$ cat config.mk
export PLATFORM = sky130hd
export DESIGN_NAME = gtmr_top
export DESIGN_NICKNAME = d
export VERILOG_FILES = /design/src/common/gtmr_pkg.sv /design/src/common/gtmr_slice_if.sv /design/src/gtmr_slice.sv /design/src/gtmr_top.sv
export SDC_FILE = /design/constraint.sdc
export NUM_CORES = 1
export LEC_CHECK = 0
export BUFFER_PORTS_ARGS = -buffer_cell sky130_fd_sc_hd__buf_2
export CORE_MARGIN = 4
export CORE_UTILIZATION = 35
export CTS_CLUSTER_DIAMETER = 150
export CTS_CLUSTER_SIZE = 30
export DETAILED_ROUTE_END_ITERATION = 10
export GPL_ROUTABILITY_DRIVEN = 1
export MAX_ROUTING_LAYER = met4
export PLACE_DENSITY_LB_ADDON = 0.1
export SLEW_MARGIN = 10
export SYNTH_ARGS = -nofsm -noshare
export SYNTH_HDL_FRONTEND = slang
export SYNTH_SLANG_ARGS = --single-unit
export TNS_END_PERCENT = 5
$ cat constraint.sdc
create_clock -name clk -period 3.1 [get_ports clk]
set_clock_uncertainty 0.05 [all_clocks]
set_input_delay 0.62 -clock clk [delete_from_list [all_inputs] [get_ports clk]]
set_output_delay 0.62 -clock clk [all_outputs]
set_load 0.005 [all_outputs]
$ cat src/common/gtmr_pkg.sv
// Package of constants shared by the general timer block
`default_nettype none

package gtmr_pkg;

    // ------------------------------------------------------------
    // Sizes
    // ------------------------------------------------------------
    localparam int NUM_TMR = 5;
    localparam int AW = 5;
    localparam int DW = 16;

    // ------------------------------------------------------------
    // Register map: timer i sits at word i*4, status and mask above
    // ------------------------------------------------------------
    localparam logic [1:0] REG_CTRL = 2'h0;
    localparam logic [1:0] REG_COUNT = 2'h1;
    localparam logic [1:0] REG_PERIOD = 2'h2;
    localparam logic [4:0] ADDR_STATUS = 5'h14;
    localparam logic [4:0] ADDR_MASK = 5'h15;

    // ------------------------------------------------------------
    // Control register fields
    // ------------------------------------------------------------
    localparam int BIT_RUN = 15;
    localparam int BIT_STOP_IDLE = 13;
    localparam int BIT_GATE = 6;
    localparam int BIT_PS = 4;
    localparam int BIT_CHAIN = 3;
    localparam int BIT_SYNC = 2;
    localparam int BIT_CLK_SRC = 1;

    localparam logic [15:0] MASK_BASE_CTRL = 16'ha076;
    localparam logic [15:0] MASK_LOW_CTRL = 16'ha07a;
    localparam logic [15:0] MASK_HIGH_CTRL = 16'ha072;

    // ------------------------------------------------------------
    // Reset values
    // ------------------------------------------------------------
    localparam logic [15:0] RST_CTRL = 16'h0000;
    localparam logic [15:0] RST_COUNT = 16'h0000;
    localparam logic [15:0] RST_PERIOD = 16'hffff;
    localparam logic [4:0] RST_STATUS = 5'h00;
    localparam logic [4:0] RST_MASK = 5'h00;

    // ------------------------------------------------------------
    // Prescaler terminal counts (ratio minus one)
    // ------------------------------------------------------------
    localparam logic [7:0] PS_LIM_1 = 8'h00;
    localparam logic [7:0] PS_LIM_8 = 8'h07;
    localparam logic [7:0] PS_LIM_64 = 8'h3f;
    localparam logic [7:0] PS_LIM_256 = 8'hff;

    localparam logic [15:0] COUNT_ALL_ONES = 16'hffff;

endpackage

`default_nettype wire

$ cat src/common/gtmr_slice_if.sv
// Interface between the timer register logic and one tick generator
`default_nettype none

interface gtmr_slice_if;
    logic run;
    logic ext_sel;
    logic gate_en;
    logic [1:0] ps;
    logic sync_sel;
    logic halt;
    logic tick;

    modport unit (
        input run,
        input ext_sel,
        input gate_en,
        input ps,
        input sync_sel,
        input halt,
        output tick
    );

    modport ctl (
        output run,
        output ext_sel,
        output gate_en,
        output ps,
        output sync_sel,
        output halt,
        input tick
    );
endinterface

`default_nettype wire

$ cat src/gtmr_slice.sv
// Tick generator: pin synchroniser, clock select, gate and prescaler
`default_nettype none

module gtmr_slice (
    input wire logic clk,
    input wire logic rst_n,
    input wire logic count_pin,
    gtmr_slice_if.unit ctl
);

    // ------------------------------------------------------------
    // Pin synchroniser and debounced level
    // ------------------------------------------------------------
    logic [2:0] sync_q;
    logic lvl_q;
    logic lvl_d;
    logic pin_edge;

    assign lvl_d = (sync_q[1] == sync_q[2]) ? sync_q[2] : lvl_q;
    assign pin_edge = lvl_d & ~lvl_q;

    always_ff @(posedge clk) begin
        if (!rst_n) begin
            sync_q <= 3'h0;
            lvl_q <= 1'b0;
        end else begin
            sync_q <= {sync_q[1:0], count_pin};
            lvl_q <= lvl_d;
        end
    end

    // ------------------------------------------------------------
    // Source select and prescaler
    // ------------------------------------------------------------
    logic src_tick;
    logic active;
    logic [7:0] lim;
    logic [7:0] pre_q;
    logic [7:0] pre_d;
    logic raw_tick;
    logic raw_tick_q;

    // Gate only applies to the internal clock
    assign src_tick = ctl.ext_sel ? pin_edge
                    : (ctl.gate_en ? lvl_q : 1'b1);
    assign active = ctl.run & ~ctl.halt;

    assign lim = (ctl.ps == 2'h3) ? gtmr_pkg::PS_LIM_256
               : (ctl.ps == 2'h2) ? gtmr_pkg::PS_LIM_64
               : (ctl.ps == 2'h1) ? gtmr_pkg::PS_LIM_8
               : gtmr_pkg::PS_LIM_1;

    assign raw_tick = active & src_tick & (pre_q == lim);
    assign pre_d = !active ? 8'h00
                 : !src_tick ? pre_q
                 : (pre_q == lim) ? 8'h00
                 : pre_q + 8'h01;

    always_ff @(posedge clk) begin
        if (!rst_n) begin
            pre_q <= 8'h00;
            raw_tick_q <= 1'b0;
        end else begin
            pre_q <= pre_d;
            raw_tick_q <= raw_tick;
        end
    end

    // Synchronised external counting re-times the tick after the prescaler
    assign ctl.tick = (ctl.ext_sel & ctl.sync_sel) ? raw_tick_q
                    : raw_tick;

endmodule

`default_nettype wire

$ cat src/gtmr_top.sv
// General timers: one base timer and two chainable 16-bit timer pairs
`default_nettype none

// Notes on behaviour
// Prescale codes give 1:1, 1:8, 1:64, 1:256
// Sync bit matters only with external clock
// Gate enable works only on internal clock
// Clock source picks pin edges or peripheral clock
// Stop-in-idle halts the timer during idle
// Each pair is one 32-bit or two 16-bit
// Pairing bit in low control joins pair
// Separate pair timers never count asynchronously
// Chained pair is synchronous 32-bit timer/counter
// Chained pair interrupts on 32-bit period match
// Only first pair feeds the capture/compare time base
// All four pair timers run alone with features
// Event trigger comes only from first pair
// Low timer holds low word, high timer high
// High control ignored while pair is chained
// Chained pair uses low timer clock and gate
// Chained interrupt uses the high timer flag
// Count on tick, clear and flag on match

module gtmr_top (
    input wire logic clk,
    input wire logic rst_n,
    input wire logic [4:0] reg_addr,
    input wire logic [15:0] reg_wdata,
    input wire logic reg_wr,
    input wire logic reg_rd,
    output logic [15:0] reg_rdata,
    input wire logic idle_mode,
    input wire logic base_timer_count_pin,
    input wire logic [3:0] pair_timer_count_pin,
    output logic irq,
    output logic evt_trig,
    output logic [15:0] tb_low,
    output logic [15:0] tb_high
);

    // ------------------------------------------------------------
    // Shared per-timer wires
    // ------------------------------------------------------------
    logic [15:0] ctl_w [gtmr_pkg::NUM_TMR];
    logic [15:0] cnt_w [gtmr_pkg::NUM_TMR];
    logic [15:0] per_w [gtmr_pkg::NUM_TMR];
    logic [gtmr_pkg::NUM_TMR-1:0] tick_w;
    logic [gtmr_pkg::NUM_TMR-1:0] m16_w;
    logic [gtmr_pkg::NUM_TMR-1:0] chain_w;
    logic [gtmr_pkg::NUM_TMR-1:0] flag_w;
    logic [gtmr_pkg::NUM_TMR-1:0] pin_w;

    logic [2:0] sel_tmr;
    logic [1:0] sel_reg;
    logic tmr_space;

    assign pin_w = {pair_timer_count_pin, base_timer_count_pin};
    assign sel_tmr = reg_addr[4:2];
    assign sel_reg = reg_addr[1:0];
    assign tmr_space = (reg_addr[4:2] < 3'h5);

    // ------------------------------------------------------------
    // Timers
    // ------------------------------------------------------------
    genvar gi;
    for (gi = 0; gi < gtmr_pkg::NUM_TMR; gi++) begin : g_tmr
        localparam bit IS_LO = (gi == 1) || (gi == 3);
        localparam bit IS_HI = (gi == 2) || (gi == 4);
        localparam logic [15:0] WMASK = (gi == 0)
            ? gtmr_pkg::MASK_BASE_CTRL
            : (IS_LO ? gtmr_pkg::MASK_LOW_CTRL
                     : gtmr_pkg::MASK_HIGH_CTRL);
        localparam logic [2:0] MY_IDX = 3'(gi);

        logic [15:0] ctl_q;
        logic [15:0] cnt_q;
        logic [15:0] cnt_d;
        logic [15:0] per_q;
        logic adv;
        logic clr;
        logic hit;
        logic wsel;

        gtmr_slice_if sif ();

        gtmr_slice u_slice (
            .clk(clk),
            .rst_n(rst_n),
            .count_pin(pin_w[gi]),
            .ctl(sif.unit)
        );

        assign sif.run = ctl_q[gtmr_pkg::BIT_RUN];
        assign sif.ext_sel = ctl_q[gtmr_pkg::BIT_CLK_SRC];
        assign sif.gate_en = ctl_q[gtmr_pkg::BIT_GATE];
        assign sif.ps = ctl_q[gtmr_pkg::BIT_PS +: 2];
        // Pair timers always count in step with the clock
        assign sif.sync_sel = (gi == 0)
            ? ctl_q[gtmr_pkg::BIT_SYNC] : 1'b1;
        assign sif.halt = idle_mode
            & ctl_q[gtmr_pkg::BIT_STOP_IDLE];

        assign tick_w[gi] = sif.tick;
        assign m16_w[gi] = (cnt_q == per_q);
        assign ctl_w[gi] = ctl_q;
        assign cnt_w[gi] = cnt_q;
        assign per_w[gi] = per_q;

        if (IS_LO) begin : g_lo
            assign chain_w[gi] = ctl_q[gtmr_pkg::BIT_CHAIN];
            assign adv = tick_w[gi];
            assign hit = chain_w[gi]
                ? (m16_w[gi] & m16_w[gi+1]) : m16_w[gi];
            assign clr = adv & hit;
            // Chained match is flagged by the high timer
            assign flag_w[gi] = clr & ~chain_w[gi];
        end else if (IS_HI) begin : g_hi
            logic src;
            assign chain_w[gi] = chain_w[gi-1];
            // Chained: low timer tick drives both halves
            assign src = chain_w[gi] ? tick_w[gi-1]
                                     : tick_w[gi];
            assign adv = chain_w[gi]
                ? (tick_w[gi-1]
                   & (cnt_w[gi-1] == gtmr_pkg::COUNT_ALL_ONES))
                : tick_w[gi];
            assign hit = chain_w[gi]
                ? (m16_w[gi-1] & m16_w[gi]) : m16_w[gi];
            assign clr = src & hit;
            assign flag_w[gi] = clr;
        end else begin : g_base
            assign chain_w[gi] = 1'b0;
            assign adv = tick_w[gi];
            assign hit = m16_w[gi];
            assign clr = adv & hit;
            assign flag_w[gi] = clr;
        end

        assign wsel = reg_wr & (sel_tmr == MY_IDX);
        // Software write wins over counting in the same cycle
        assign cnt_d = (wsel & (sel_reg == gtmr_pkg::REG_COUNT))
                     ? reg_wdata
                     : clr ? 16'h0000
                     : adv ? cnt_q + 16'h0001
                     : cnt_q;

        always_ff @(posedge clk) begin
            if (!rst_n) begin
                ctl_q <= gtmr_pkg::RST_CTRL;
                cnt_q <= gtmr_pkg::RST_COUNT;
                per_q <= gtmr_pkg::RST_PERIOD;
            end else begin
                if (wsel & (sel_reg == gtmr_pkg::REG_CTRL)) begin
                    ctl_q <= reg_wdata & WMASK;
                end
                if (wsel & (sel_reg == gtmr_pkg::REG_PERIOD)) begin
                    per_q <= reg_wdata;
                end
                cnt_q <= cnt_d;
            end
        end
    end

    // ------------------------------------------------------------
    // Interrupt status and mask
    // ------------------------------------------------------------
    logic [4:0] status_q;
    logic [4:0] status_d;
    logic [4:0] mask_q;
    logic [4:0] mask_d;
    logic [4:0] st_clr;
    logic irq_q;
    logic wr_status;
    logic wr_mask;

    assign wr_status = reg_wr & (reg_addr == gtmr_pkg::ADDR_STATUS);
    assign wr_mask = reg_wr & (reg_addr == gtmr_pkg::ADDR_MASK);
    assign st_clr = wr_status ? reg_wdata[4:0] : 5'h00;
    // New mask reaches irq at its own write edge, like a status clear
    assign mask_d = wr_mask ? reg_wdata[4:0] : mask_q;
    // A new event in the clearing cycle keeps its bit set
    assign status_d = (status_q & ~st_clr) | flag_w;

    always_ff @(posedge clk) begin
        if (!rst_n) begin
            status_q <= gtmr_pkg::RST_STATUS;
            mask_q <= gtmr_pkg::RST_MASK;
            irq_q <= 1'b0;
        end else begin
            status_q <= status_d;
            mask_q <= mask_d;
            irq_q <= |(status_d & mask_d);
        end
    end

    // ------------------------------------------------------------
    // Event trigger and time base from the first pair
    // ------------------------------------------------------------
    logic evt_q;
    logic evt_d;

    assign evt_d = chain_w[1] ? flag_w[2] : flag_w[1];

    always_ff @(posedge clk) begin
        if (!rst_n) begin
            evt_q <= 1'b0;
        end else begin
            evt_q <= evt_d;
        end
    end

    // ------------------------------------------------------------
    // Read path
    // ------------------------------------------------------------
    logic [15:0] rd_mux;
    logic [15:0] rd_tmr;
    logic [15:0] rdata_q;
    logic [2:0] ridx;

    assign ridx = tmr_space ? sel_tmr : 3'h0;
    assign rd_tmr = (sel_reg == gtmr_pkg::REG_CTRL) ? ctl_w[ridx]
                  : (sel_reg == gtmr_pkg::REG_COUNT) ? cnt_w[ridx]
                  : (sel_reg == gtmr_pkg::REG_PERIOD) ? per_w[ridx]
                  : 16'h0000;
    assign rd_mux = tmr_space ? rd_tmr
                  : (reg_addr == gtmr_pkg::ADDR_STATUS)
                    ? {11'h000, status_q}
                  : (reg_addr == gtmr_pkg::ADDR_MASK)
                    ? {11'h000, mask_q}
                  : 16'h0000;

    always_ff @(posedge clk) begin
        if (!rst_n) begin
            rdata_q <= 16'h0000;
        end else begin
            rdata_q <= reg_rd ? rd_mux : 16'h0000;
        end
    end

    assign reg_rdata = rdata_q;
    assign irq = irq_q;
    assign evt_trig = evt_q;
    assign tb_low = g_tmr[1].cnt_q;
    assign tb_high = g_tmr[2].cnt_q;

endmodule

`default_nettype wire

Word level (Yosys, flattened, before mapping)
Cells that the tools add are included.
- reductions and logical operators: 14
- $add $sub $neg: 10
- eq/ne operators: 40
- muxes and demuxes: 82
- $lt $le $gt $ge: 2
- bitwise gates (word level): 76
- operators with widths (operator ; number):
    $mux 16 ; 25
    $bmux 16 s3 ; 3
    $mux 8 ; 15
    $add 16x1->16 const B ; 5
    $eq 16x16->1 ; 5
    $and 1x1->1 ; 59
    $add 8x1->8 const B ; 5
    $eq 8x8->1 ; 5
    $eq 16x16->1 const B ; 2
    $mux 1 ; 29
    $eq 2x2->1 const B ; 11
    $mux 5 ; 4
    $mux 3 ; 6
    $reduce_bool 3->1 ; 5
    $eq 2x1->1 const B ; 6
    $not 1->1 ; 12
    $reduce_and 2->1 ; 6
    $and 5x5->5 ; 2
    $eq 5x5->1 const B ; 2
    $eq 3x2->1 const B ; 2
    $eq 1x1->1 ; 5
    $not 5->5 ; 1
    $or 5x5->5 ; 1
    $reduce_or 5->1 ; 1
    other kinds (7) ; 7
- output and inout bits: 50
- register bits after elaboration: 286
- input bits: 31
- logic and storage cells: 264

Depth between registers and ports, before layout
Gate-level depths: netlist of run 1.
- word-level depth: 12
- gate-level depth with buffers: 10

Hierarchy
A second synthesis of run 1 with hierarchy kept.
- cells, all modules: 1995
- area total of the unflattened synthesis: 15791.4 µm²
- modules (own cells, without submodules) (module ; cells each ; seq. area each (µm²) ; area each (µm²) ; times used):
    gtmr_top ; 1635 ; 4424.2 ; 12463.2 ; 1
    gtmr_slice ; 72 ; 260.2 ; 665.6 ; 5

Least setup slack after synthesis of run 1
Ideal clock, no wire load.
- path kind: input -> register
- start: input port reg_addr[4]
- end: register rdata_q[14] (netlist: reg_rdata[14])
- path buffers: 3
- arrival: 2485 ps
- data required time: 2918 ps
- slack: 433 ps
- setup time: 132 ps
- cell stages on the path: 7
- path through: clkbuf_1 > nand2b_1 > buf_2 > clkbuf_1 > mux4_2 > a221oi_1 > nor3_1
- word-level cells in the longest chain between the ends: 10
- ends and longest elaborated chain (element ; line ; RTL):
    start, declared ; gtmr_top.sv:27 ; input wire logic [4:0] reg_addr,
    $lt 3x3->1 ; gtmr_top.sv:60 ; assign tmr_space = (reg_addr[4:2] < 3'h5);
    $mux 3 ; gtmr_top.sv:220 ; assign ridx = tmr_space ? sel_tmr : 3'h0;
    $not 3->4 (implied by the code) ; gtmr_top.sv:221, gtmr_top.sv:222, gtmr_top.sv:223 ;
    $bmux 16 s3 ; gtmr_top.sv:223 ; : (sel_reg == gtmr_pkg::REG_PERIOD) ? per_w[ridx]
    $mux 16 (implied by the code) (2 in series) ; gtmr_top.sv:223 ;
    $mux 16 ; gtmr_top.sv:223 ;
    $mux 16 ; gtmr_top.sv:222 ; : (sel_reg == gtmr_pkg::REG_COUNT) ? cnt_w[ridx]
    $mux 16 ; gtmr_top.sv:221 ; assign rd_tmr = (sel_reg == gtmr_pkg::REG_CTRL) ? ctl_w[ridx]
    $mux 16 (*) ; gtmr_top.sv:225 ; assign rd_mux = tmr_space ? rd_tmr
    end signal, assigned ; gtmr_top.sv:236 ; rdata_q <= reg_rd ? rd_mux : 16'h0000;
    end, declared ; gtmr_top.sv:217 ; logic [15:0] rdata_q;
Mark *: on every way between the ends. The rest lies on a longest branch, timed or not. The select of a mux whose other input is x is not followed.
A chain may end at the register's enable or synchronous reset.

Final worst setup path of run 1
- start: register g_tmr[1].ctl_q[4]
- end: register g_tmr[2].cnt_q[14] (netlist: tb_high[14])
- word-level cells in the longest chain between the ends: 11
- ends and longest elaborated chain (element ; line ; RTL):
    start, declared ; gtmr_top.sv:75 ; logic [15:0] ctl_q;
    start signal, assigned ; gtmr_top.sv:149 ; ctl_q <= gtmr_pkg::RST_CTRL;
    start signal, assigned ; gtmr_top.sv:154 ; ctl_q <= reg_wdata & WMASK;
    $eq 2x1->1 ; gtmr_slice.sv:50 ; : (ctl.ps == 2'h1) ? gtmr_pkg::PS_LIM_8
    $mux 3 ; gtmr_slice.sv:50 ;
    $mux 8 ; gtmr_slice.sv:49 ; : (ctl.ps == 2'h2) ? gtmr_pkg::PS_LIM_64
    $mux 8 (*) ; gtmr_slice.sv:48 ; assign lim = (ctl.ps == 2'h3) ? gtmr_pkg::PS_LIM_256
    $eq 8x8->1 (*) ; gtmr_slice.sv:53 ; assign raw_tick = active & src_tick & (pre_q == lim);
    $and 1x1->1 (*) ; gtmr_slice.sv:53 ;
    $mux 1 (*) ; gtmr_slice.sv:70 ; assign ctl.tick = (ctl.ext_sel & ctl.sync_sel) ? raw_tick_q
    $mux 1 ; gtmr_top.sv:121 ; assign src = chain_w[gi] ? tick_w[gi-1]
    $and 1x1->1 ; gtmr_top.sv:129 ; assign clr = src & hit;
    $mux 16 ; gtmr_top.sv:143 ; : clr ? 16'h0000
    $mux 16 ; gtmr_top.sv:142 ; ? reg_wdata
    end signal, assigned ; gtmr_top.sv:150 ; cnt_q <= gtmr_pkg::RST_COUNT;
    end signal, assigned ; gtmr_top.sv:159 ; cnt_q <= cnt_d;
    end, declared ; gtmr_top.sv:76 ; logic [15:0] cnt_q;
Mark *: on every way between the ends. The rest lies on a longest branch, timed or not.

==> flow_summary.toml, run 1 <==
[cts]
cts-root-buf = "clkbuf_16"
cts-resized-gates = 0
htreeDepth = 1
cts_setup_buffers = 0
clock_latency_ns = 0.53
hold_buffers = 0
clkTransAtPathRegs_ns = 0.13
clkSinkCount = 286
cts_buffers = 13
cts_tree = "yes"
ctsLongestPathBuffers = 3

[synthesis]
syn_avg_cell_area_um2 = 8.119
ys_warn_count = 0
synthArstFlopShare_pct = 0
synth_area_leaders = "dfxtp_1, nand2_1, xor2_1"
synth_edf_count = 0
synth_commonest_cells = "nand2_1, dfxtp_1, nand3_1"
synth_top_cell_by_area = "dfxtp_1"
ys_seq_area_share_pct = 36.88
synth.distinct_cells = 81
yosysMostFrequentCell = "nand2_1"
synth_top_flop_cell = "dfxtp_1"
yosysTopAreaCellShare_pct = 36.88
netlist_area_um2 = 15520
ys_ff_latch = 286
synth_nets = 1953
syn_inst = 1912

[drt]
drtPass1Iterations = 6
ant_nets = 0
drc_errors = 0
drt-initial-drc-count = 1729
vias_per_cell = 5.796
vias = 14970
wl_per_cell_um = 24.45
drt-total-wl_mm = 63.14

[timing]
hold_viol_final = 0
finalSetupViolations = 0
period_needed_ns = 2.975
rsz0062_at_grt = "false"
worst_pin_slew_ns = 0.9040
report.final.slew_viol_count = 0
clock.fmax_mhz = 336.1
slew_headroom_pct = 39.73
min_period_over_period_pct = 95.98

[global_routing]
grt_max_degree = 72
grt_pass1_vias = 13880
grt_overflow = 0
met2_usage_pct = 39.56
grt_pass1_wl_mm = 93.27
grt_use_met3_pct = 3.824
gr-usage-all-layers_pct = 26.52
top_usage_layer = "met2"
antenna_found_initial = 1
grtUsageMet1_pct = 37.50

[power]
vdd_drop_max_mv = 0.3816
leakagePower_nw = 6.399
power_density_nw_per_um2 = 367.8

[die]
die-area_um2 = 47790
dieWidth_um = 218.6
start_util_pct = 35.72
die_y_um = 218.6
rows = 76
io_pins = 81
core_area_um2 = 43460

[min_path]
worstHoldStart = "pair_timer_count_pin[2]"
hp-class = "input port to flip-flop"

[layout]
fin_nets = 2038
drive_gt1_share_pct = 14.97
n_fill_cell = 4456
final_cell_count_no_fill = 2582
post-route-util_pct = 40.27
syn_to_final_growth_pct = 12.72
diodes = 0

[placement]
dp.final_hpwl_mm = 46.41
dp.cells = 2567
gp_congestion = 0.9648
port_buffers = 80

[critical_path]
worstSetupPathType = "flip-flop to flip-flop"
critPathTopFamily = "compound AO/OA/AOI/OAI gates"
r2r_start = "g_tmr[1].ctl_q[4]$_SDFFE_PN0P_"
slowest_delay_ns = 0.57
worst_setup_path_end_kind = "flip-flop"
crit_buf_inv = 1
crit_chain = "or4_1 > a2bb2oi_2 > o2111ai_2 > a21o_1 > o31ai_4 > buf_4 > nor3_1 > a211oi_1"
critPathLaunchType = "flip-flop"
required_ns = 3.44
crit_path_start = "g_tmr[1].ctl_q[4]$_SDFFE_PN0P_"
cp.arrival_ns = 3.31
critPathSlowestCell = "or4_1"
crit_path_max_fanout = 6

[run]
cap_violations = 0

[run_status]
status = "complete, no violations"
-- cell families after synthesis --
kind of cell | count (synthesis) | share of synthesized area, %
compound gates | 401 | 18.34
xor+xnor | 130 | 7.335
fa+ha+maj | 10 | 0.8060
buf+inv | 183 | 4.723
flops | 286 | 36.88
mux | 61 | 6.246
simple gates | 841 | 25.66
-- stage by stage --
stage          TNS [ns]  instance area (um^2)  setup WS [ns]  hold WS [ns]  power, W
4_1_cts               0                 17500         0.1580        0.2241  0.006489
5_1_grt               0                 17500        0.06993        0.2442  0.006647
2_1_floorplan         0                 15520         0.4335        0.3619  0.004126
6_report              0                 17500         0.1246        0.2498  0.006436
3_3_place_gp    -0.1028                 17140        -0.1028        0.3701  0.004406
3_5_place_dp    -0.1060                 17140        -0.1060        0.3689  0.004408
-- cell type report --
cell class / count / area [um^2] / area share (%)
multi-input cells: 1443 / 9085 / 51.92
flip-flops and latches: 286 / 5725 / 32.72
repair buffers: 209 / 1434 / 8.195
well taps: 585 / 732.0 / 4.183
clock buffers: 14 / 339.1 / 1.938
inverters: 44 / 166.4 / 0.9510
clock inverters: 1 / 16.27 / 0.09296
-- registers in the layout, summed over array words and instances, names as in the netlist --
signal	count
g_tmr.u_slice.sync_q	15
g_tmr.cnt_q	48
g_tmr.u_slice.raw_tick_q	5
g_tmr.ctl_q	33
g_tmr.u_slice.pre_q	40
reg_rdata	16
g_tmr.per_q	80
tb_low	16
tb_high	16
status_q	5
g_tmr.u_slice.lvl_q	5
irq	1
mask_q	5
evt_trig	1
-- path summary, 6_finish.rpt --
| check | slack [ns] | cells past startpoint | end |
|---|---|---|---|
| worst max register to register | 0.12 | 8 | tb_high[14]$_SDFFE_PN0P_ |
| worst min register to register | 0.40 | 1 | g_tmr[0].u_slice.sync_q[1]$_SDFF_PN0_ |
| worst max-delay path | 0.12 | 8 | tb_high[14]$_SDFFE_PN0P_ |
| worst min-delay path | 0.25 | 2 | g_tmr[3].u_slice.sync_q[0]$_SDFF_PN0_ |
-- metal layers --
layer  part of all wire, %  vias to the layer above
met3                   6.7                       80
met1                    46                     7335
met2                    44                      548
met4                   3.0                        0
li1                      -                     7002
met5                     0                        -
-- report_power, final --
| part | switching, W | internal [W] | leakage (nW) |
|---|---|---|---|
| Sequential | 0.0000408 | 0.00371 | 2.31 |
| Combinational | 0.000407 | 0.000175 | 3.91 |
| Clock | 0.00129 | 0.000805 | 0.174 |
| Total | 0.00174 | 0.00469 | 6.40 |
-- cells in the final DEF (no fill, tap or decap), drive strengths merged, types with 8 or more instances in the layout --
master	instances
nand2	312
dfxtp	286
buf	209
nand3	159
nor2	140
xor2	110
o21ai	98
a21oi	75
inv	43
a221oi	43
nor3	35
nor4	33
nand4	30
and2	29
mux2i	29
a22oi	29
mux4	28
and3	27
a211oi	26
o211ai	22
xnor2	20
nor2b	19
a31oi	15
clkbuf	14
nand3b	13
or3	11
o31ai	11
ha	10
nand2b	8
a21boi	8
o21a	8
or4	8
Note: power is estimated with default switching activity, not from simulation.
==> run 2, diff against run 1 <==
--- a/config.mk
+++ b/config.mk
@@ -5,6 +5,7 @@
 export SDC_FILE = /design/constraint.sdc
 export NUM_CORES = 1
 export LEC_CHECK = 0
+export ABC_AREA = 1
 export BUFFER_PORTS_ARGS = -buffer_cell sky130_fd_sc_hd__buf_2
 export CORE_MARGIN = 4
 export CORE_UTILIZATION = 35
==> run 2 against run 1 <==
Net effect: combinational power rose by 32%; critical endpoint is now tb_low[8]$_SDFFE_PN0P_; synthesized cell count rose by 29%; largest power group unchanged; register-to-register slack improved by 0.44 ns; setup slack improved by 0.44 ns; die area rose by 4.9%; cell area rose by 1.9%.
==> flow_summary.toml, run 2 <==
[critical_path]
worstSetupPathType = "flip-flop to flip-flop"
critPathSlowestCell = "dfxtp_1"
reg2reg_to = "tb_low[8]$_SDFFE_PN0P_"
worst_setup_path_end_kind = "flip-flop"
slowest_delay_ns = 0.55
crit_cells = 11
required_ns = 3.46
crit_buf_inv = 1
crit_end = "tb_low[8]$_SDFFE_PN0P_"
r2r_start = "tb_high[4]$_SDFFE_PN0P_"
critPathTopFamily = "simple AND/OR/NAND/NOR gates"
crit_path_start = "tb_high[4]$_SDFFE_PN0P_"
crit_path_max_fanout = 16
path_common_cell = "nand2_1"
cp.arrival_ns = 2.90
crit_chain = "inv_1 > nand2_1 > nand2_1 > a21oi_1 > nand4_1 > nor2_1 > nand2_1 > nand2_1 > nand2_1 > nand3b_1 > a21oi_1"
reg2reg_depth = 11
critPathLaunchType = "flip-flop"
r2r_slack_ns = 0.56

[synthesis]
synth_area_leaders = "dfxtp_1, nand2_1, nor2_1"
yosysTopAreaCellShare_pct = 35.10
synth_compound_area_share_pct = 20.09
ys_seq_area_share_pct = 35.10
synth_commonest_cells = "nand2_1, dfxtp_1, nor2_1"
yosysMostFrequentCell = "nand2_1"
synthArstFlopShare_pct = 0
synthXorXnorAreaFrac_pct = 5.799
synth_top_family_by_area = "simple AND/OR/NAND/NOR gates"
ys_ff_latch = 286
syn_avg_cell_area_um2 = 6.634
synth_fa_ha_area_share_pct = 0.7670
synth_edf_count = 0
synth-simple-area-share_pct = 28.35
syn_inst = 2459
netlist_area_um2 = 16310
synth_nets = 2500
synth.mux.area_fraction_pct = 0
synth_top_cell_by_area = "dfxtp_1"
ys_warn_count = 0
synth.distinct_cells = 52
synth_top_flop_cell = "dfxtp_1"

[layout]
largest_register_ffs = 80
syn_to_final_growth_pct = 9.350
layout_commonest_cell = "nand2_1"
multi_input_area_um2 = 8980
seq_area_um2 = 5725
n_fill_cell = 4971
regMostFlops = "g_tmr.per_q"
fin_nets = 2538
drive_gt1_share_pct = 9.054
final_cell_mix = "nand2_1, dfxtp_1, nor2_1"
top_regs = "g_tmr.per_q: 80 flops, g_tmr.cnt_q: 48 flops, g_tmr.u_slice.pre_q: 40 flops"

[run_status]
status = "complete, no violations"

[timing]
min_period_over_period_pct = 81.92
clock.fmax_mhz = 393.8
slew_headroom_pct = 45.85
finalHoldWorstSlack_ns = 0.2313
tns_ns = 0
period_needed_ns = 2.540
rsz0062_at_grt = "false"
finalSetupViolations = 0
report.final.slew_viol_count = 0
worst_pin_slew_ns = 0.8114
hold_viol_final = 0

[cts]
cts_buffers = 13
ctsLongestPathBuffers = 3
hold_buffers = 0
clock_latency_ns = 0.55
clkSinkCount = 286
clkTransAtPathRegs_ns = 0.14
cts_tree = "yes"
cts_setup_buffers = 0
cts-resized-gates = 0
htreeDepth = 1
cts-root-buf = "clkbuf_16"

[power]
power_density_nw_per_um2 = 374.7
comb_power_share_pct = 11.5
p_sw_w = 0.001960
p_int_w = 0.004724
leakagePower_nw = 7.488
pwr-share-clk_pct = 31.7
vdd_drop_max_mv = 0.3125
swShare_pct = 29.33
power_frac_seq_pct = 56.8

[global_routing]
antenna_found_initial = 4
grtUsageMet1_pct = 36.49
top_usage_layer = "met2"
met2_usage_pct = 41.15
grt_pass1_wl_mm = 101.0
grt_max_degree = 143
gr-usage-all-layers_pct = 26.76
grt_overflow = 0
grt_pass1_vias = 15500
grt_use_met3_pct = 3.971

[drt]
vias = 16900
vias_per_cell = 5.457
drc_errors = 0
drtPass1Iterations = 6
ant_nets = 0
wl_per_cell_um = 21.72
drt-total-wl_mm = 67.25
drt-initial-drc-count = 1818

[die]
die_y_um = 223.9
start_util_pct = 35.64
die-area_um2 = 50120
io_pins = 81
rows = 78
core_area_um2 = 45770
dieWidth_um = 223.9

[min_path]
hp-class = "input port to flip-flop"

[placement]
port_buffers = 80
gp_congestion = 0.9618
dp.final_hpwl_mm = 49.95

[run]
cap_violations = 0
[run 2: worst min-delay path by stage]
stage | slack (ns) | depth (start not counted) | to | from
2_1_floorplan | 0.34 | 2 | g_tmr[0].u_slice.sync_q[1]$_SDFF_PN0_ | g_tmr[0].u_slice.sync_q[0]$_SDFF_PN0_
3_3_place_gp | 0.35 | 2 | g_tmr[3].u_slice.sync_q[1]$_SDFF_PN0_ | g_tmr[3].u_slice.sync_q[0]$_SDFF_PN0_
3_5_place_dp | 0.35 | 2 | g_tmr[1].u_slice.sync_q[1]$_SDFF_PN0_ | g_tmr[1].u_slice.sync_q[0]$_SDFF_PN0_
4_1_cts | 0.21 | 3 | g_tmr[0].u_slice.sync_q[0]$_SDFF_PN0_ | base_timer_count_pin
5_1_grt | 0.25 | 3 | g_tmr[0].u_slice.sync_q[0]$_SDFF_PN0_ | base_timer_count_pin
6_report | 0.23 | 3 | g_tmr[0].u_slice.sync_q[0]$_SDFF_PN0_ | base_timer_count_pin
[run 2: metrics by stage]
stage,instances,setup WS (ns),area (um^2),total power [W],util [%]
after global placement,3082,0.2538,17490,0.004628,38.22
after detailed placement,3082,0.2829,17490,0.004629,38.22
final,3097,0.5604,17840,0.006684,38.97
after floorplan,2459,1.106,16310,0.004257,-
after CTS,3096,0.6167,17830,0.006721,38.96
after global routing,3097,0.3889,17840,0.006906,38.97
[run 2: cells by family after synthesis]
| logic type | count (synthesis) |
|---|---|
| compound gates | 572 |
| xor+xnor | 108 |
| fa+ha+maj | 10 |
| buf+inv | 406 |
| flops | 286 |
| simple gates | 1077 |
[run 2: area by class of cell]
type | instances | share of cell area, %
multi-input cells | 1767 | 50.34
flip-flops and latches | 286 | 32.10
inverters | 290 | 6.117
repair buffers | 139 | 5.303
well taps | 600 | 4.209
clock buffers | 13 | 1.824
clock inverters | 1 | 0.09119
diodes | 1 | 0.01403
[run 2: worst min-delay path, stage by stage]
cell and delay [ns]:
buf_2 0.07, nand2_1 0.04, inv_1 0.04
[run 2: power by group through the flow]
stage	combinational, W	clock (W)	sequential [W]
floorplan	0.000404	0	0.00385
detailed placement	0.000752	0	0.00388
global route	0.000819	0.00228	0.00380
CTS	0.000754	0.00217	0.00380
finish	0.000766	0.00212	0.00380
global placement	0.000752	0	0.00388
[run 2: per-layer routing]
metal	wire [um]	share of wire [%]	vias to the layer above
met5	0	0	-
met4	2543	3.8	0
met3	5074	7.5	107
met2	29760	44	653
met1	29880	44	7975
li1	-	-	8166
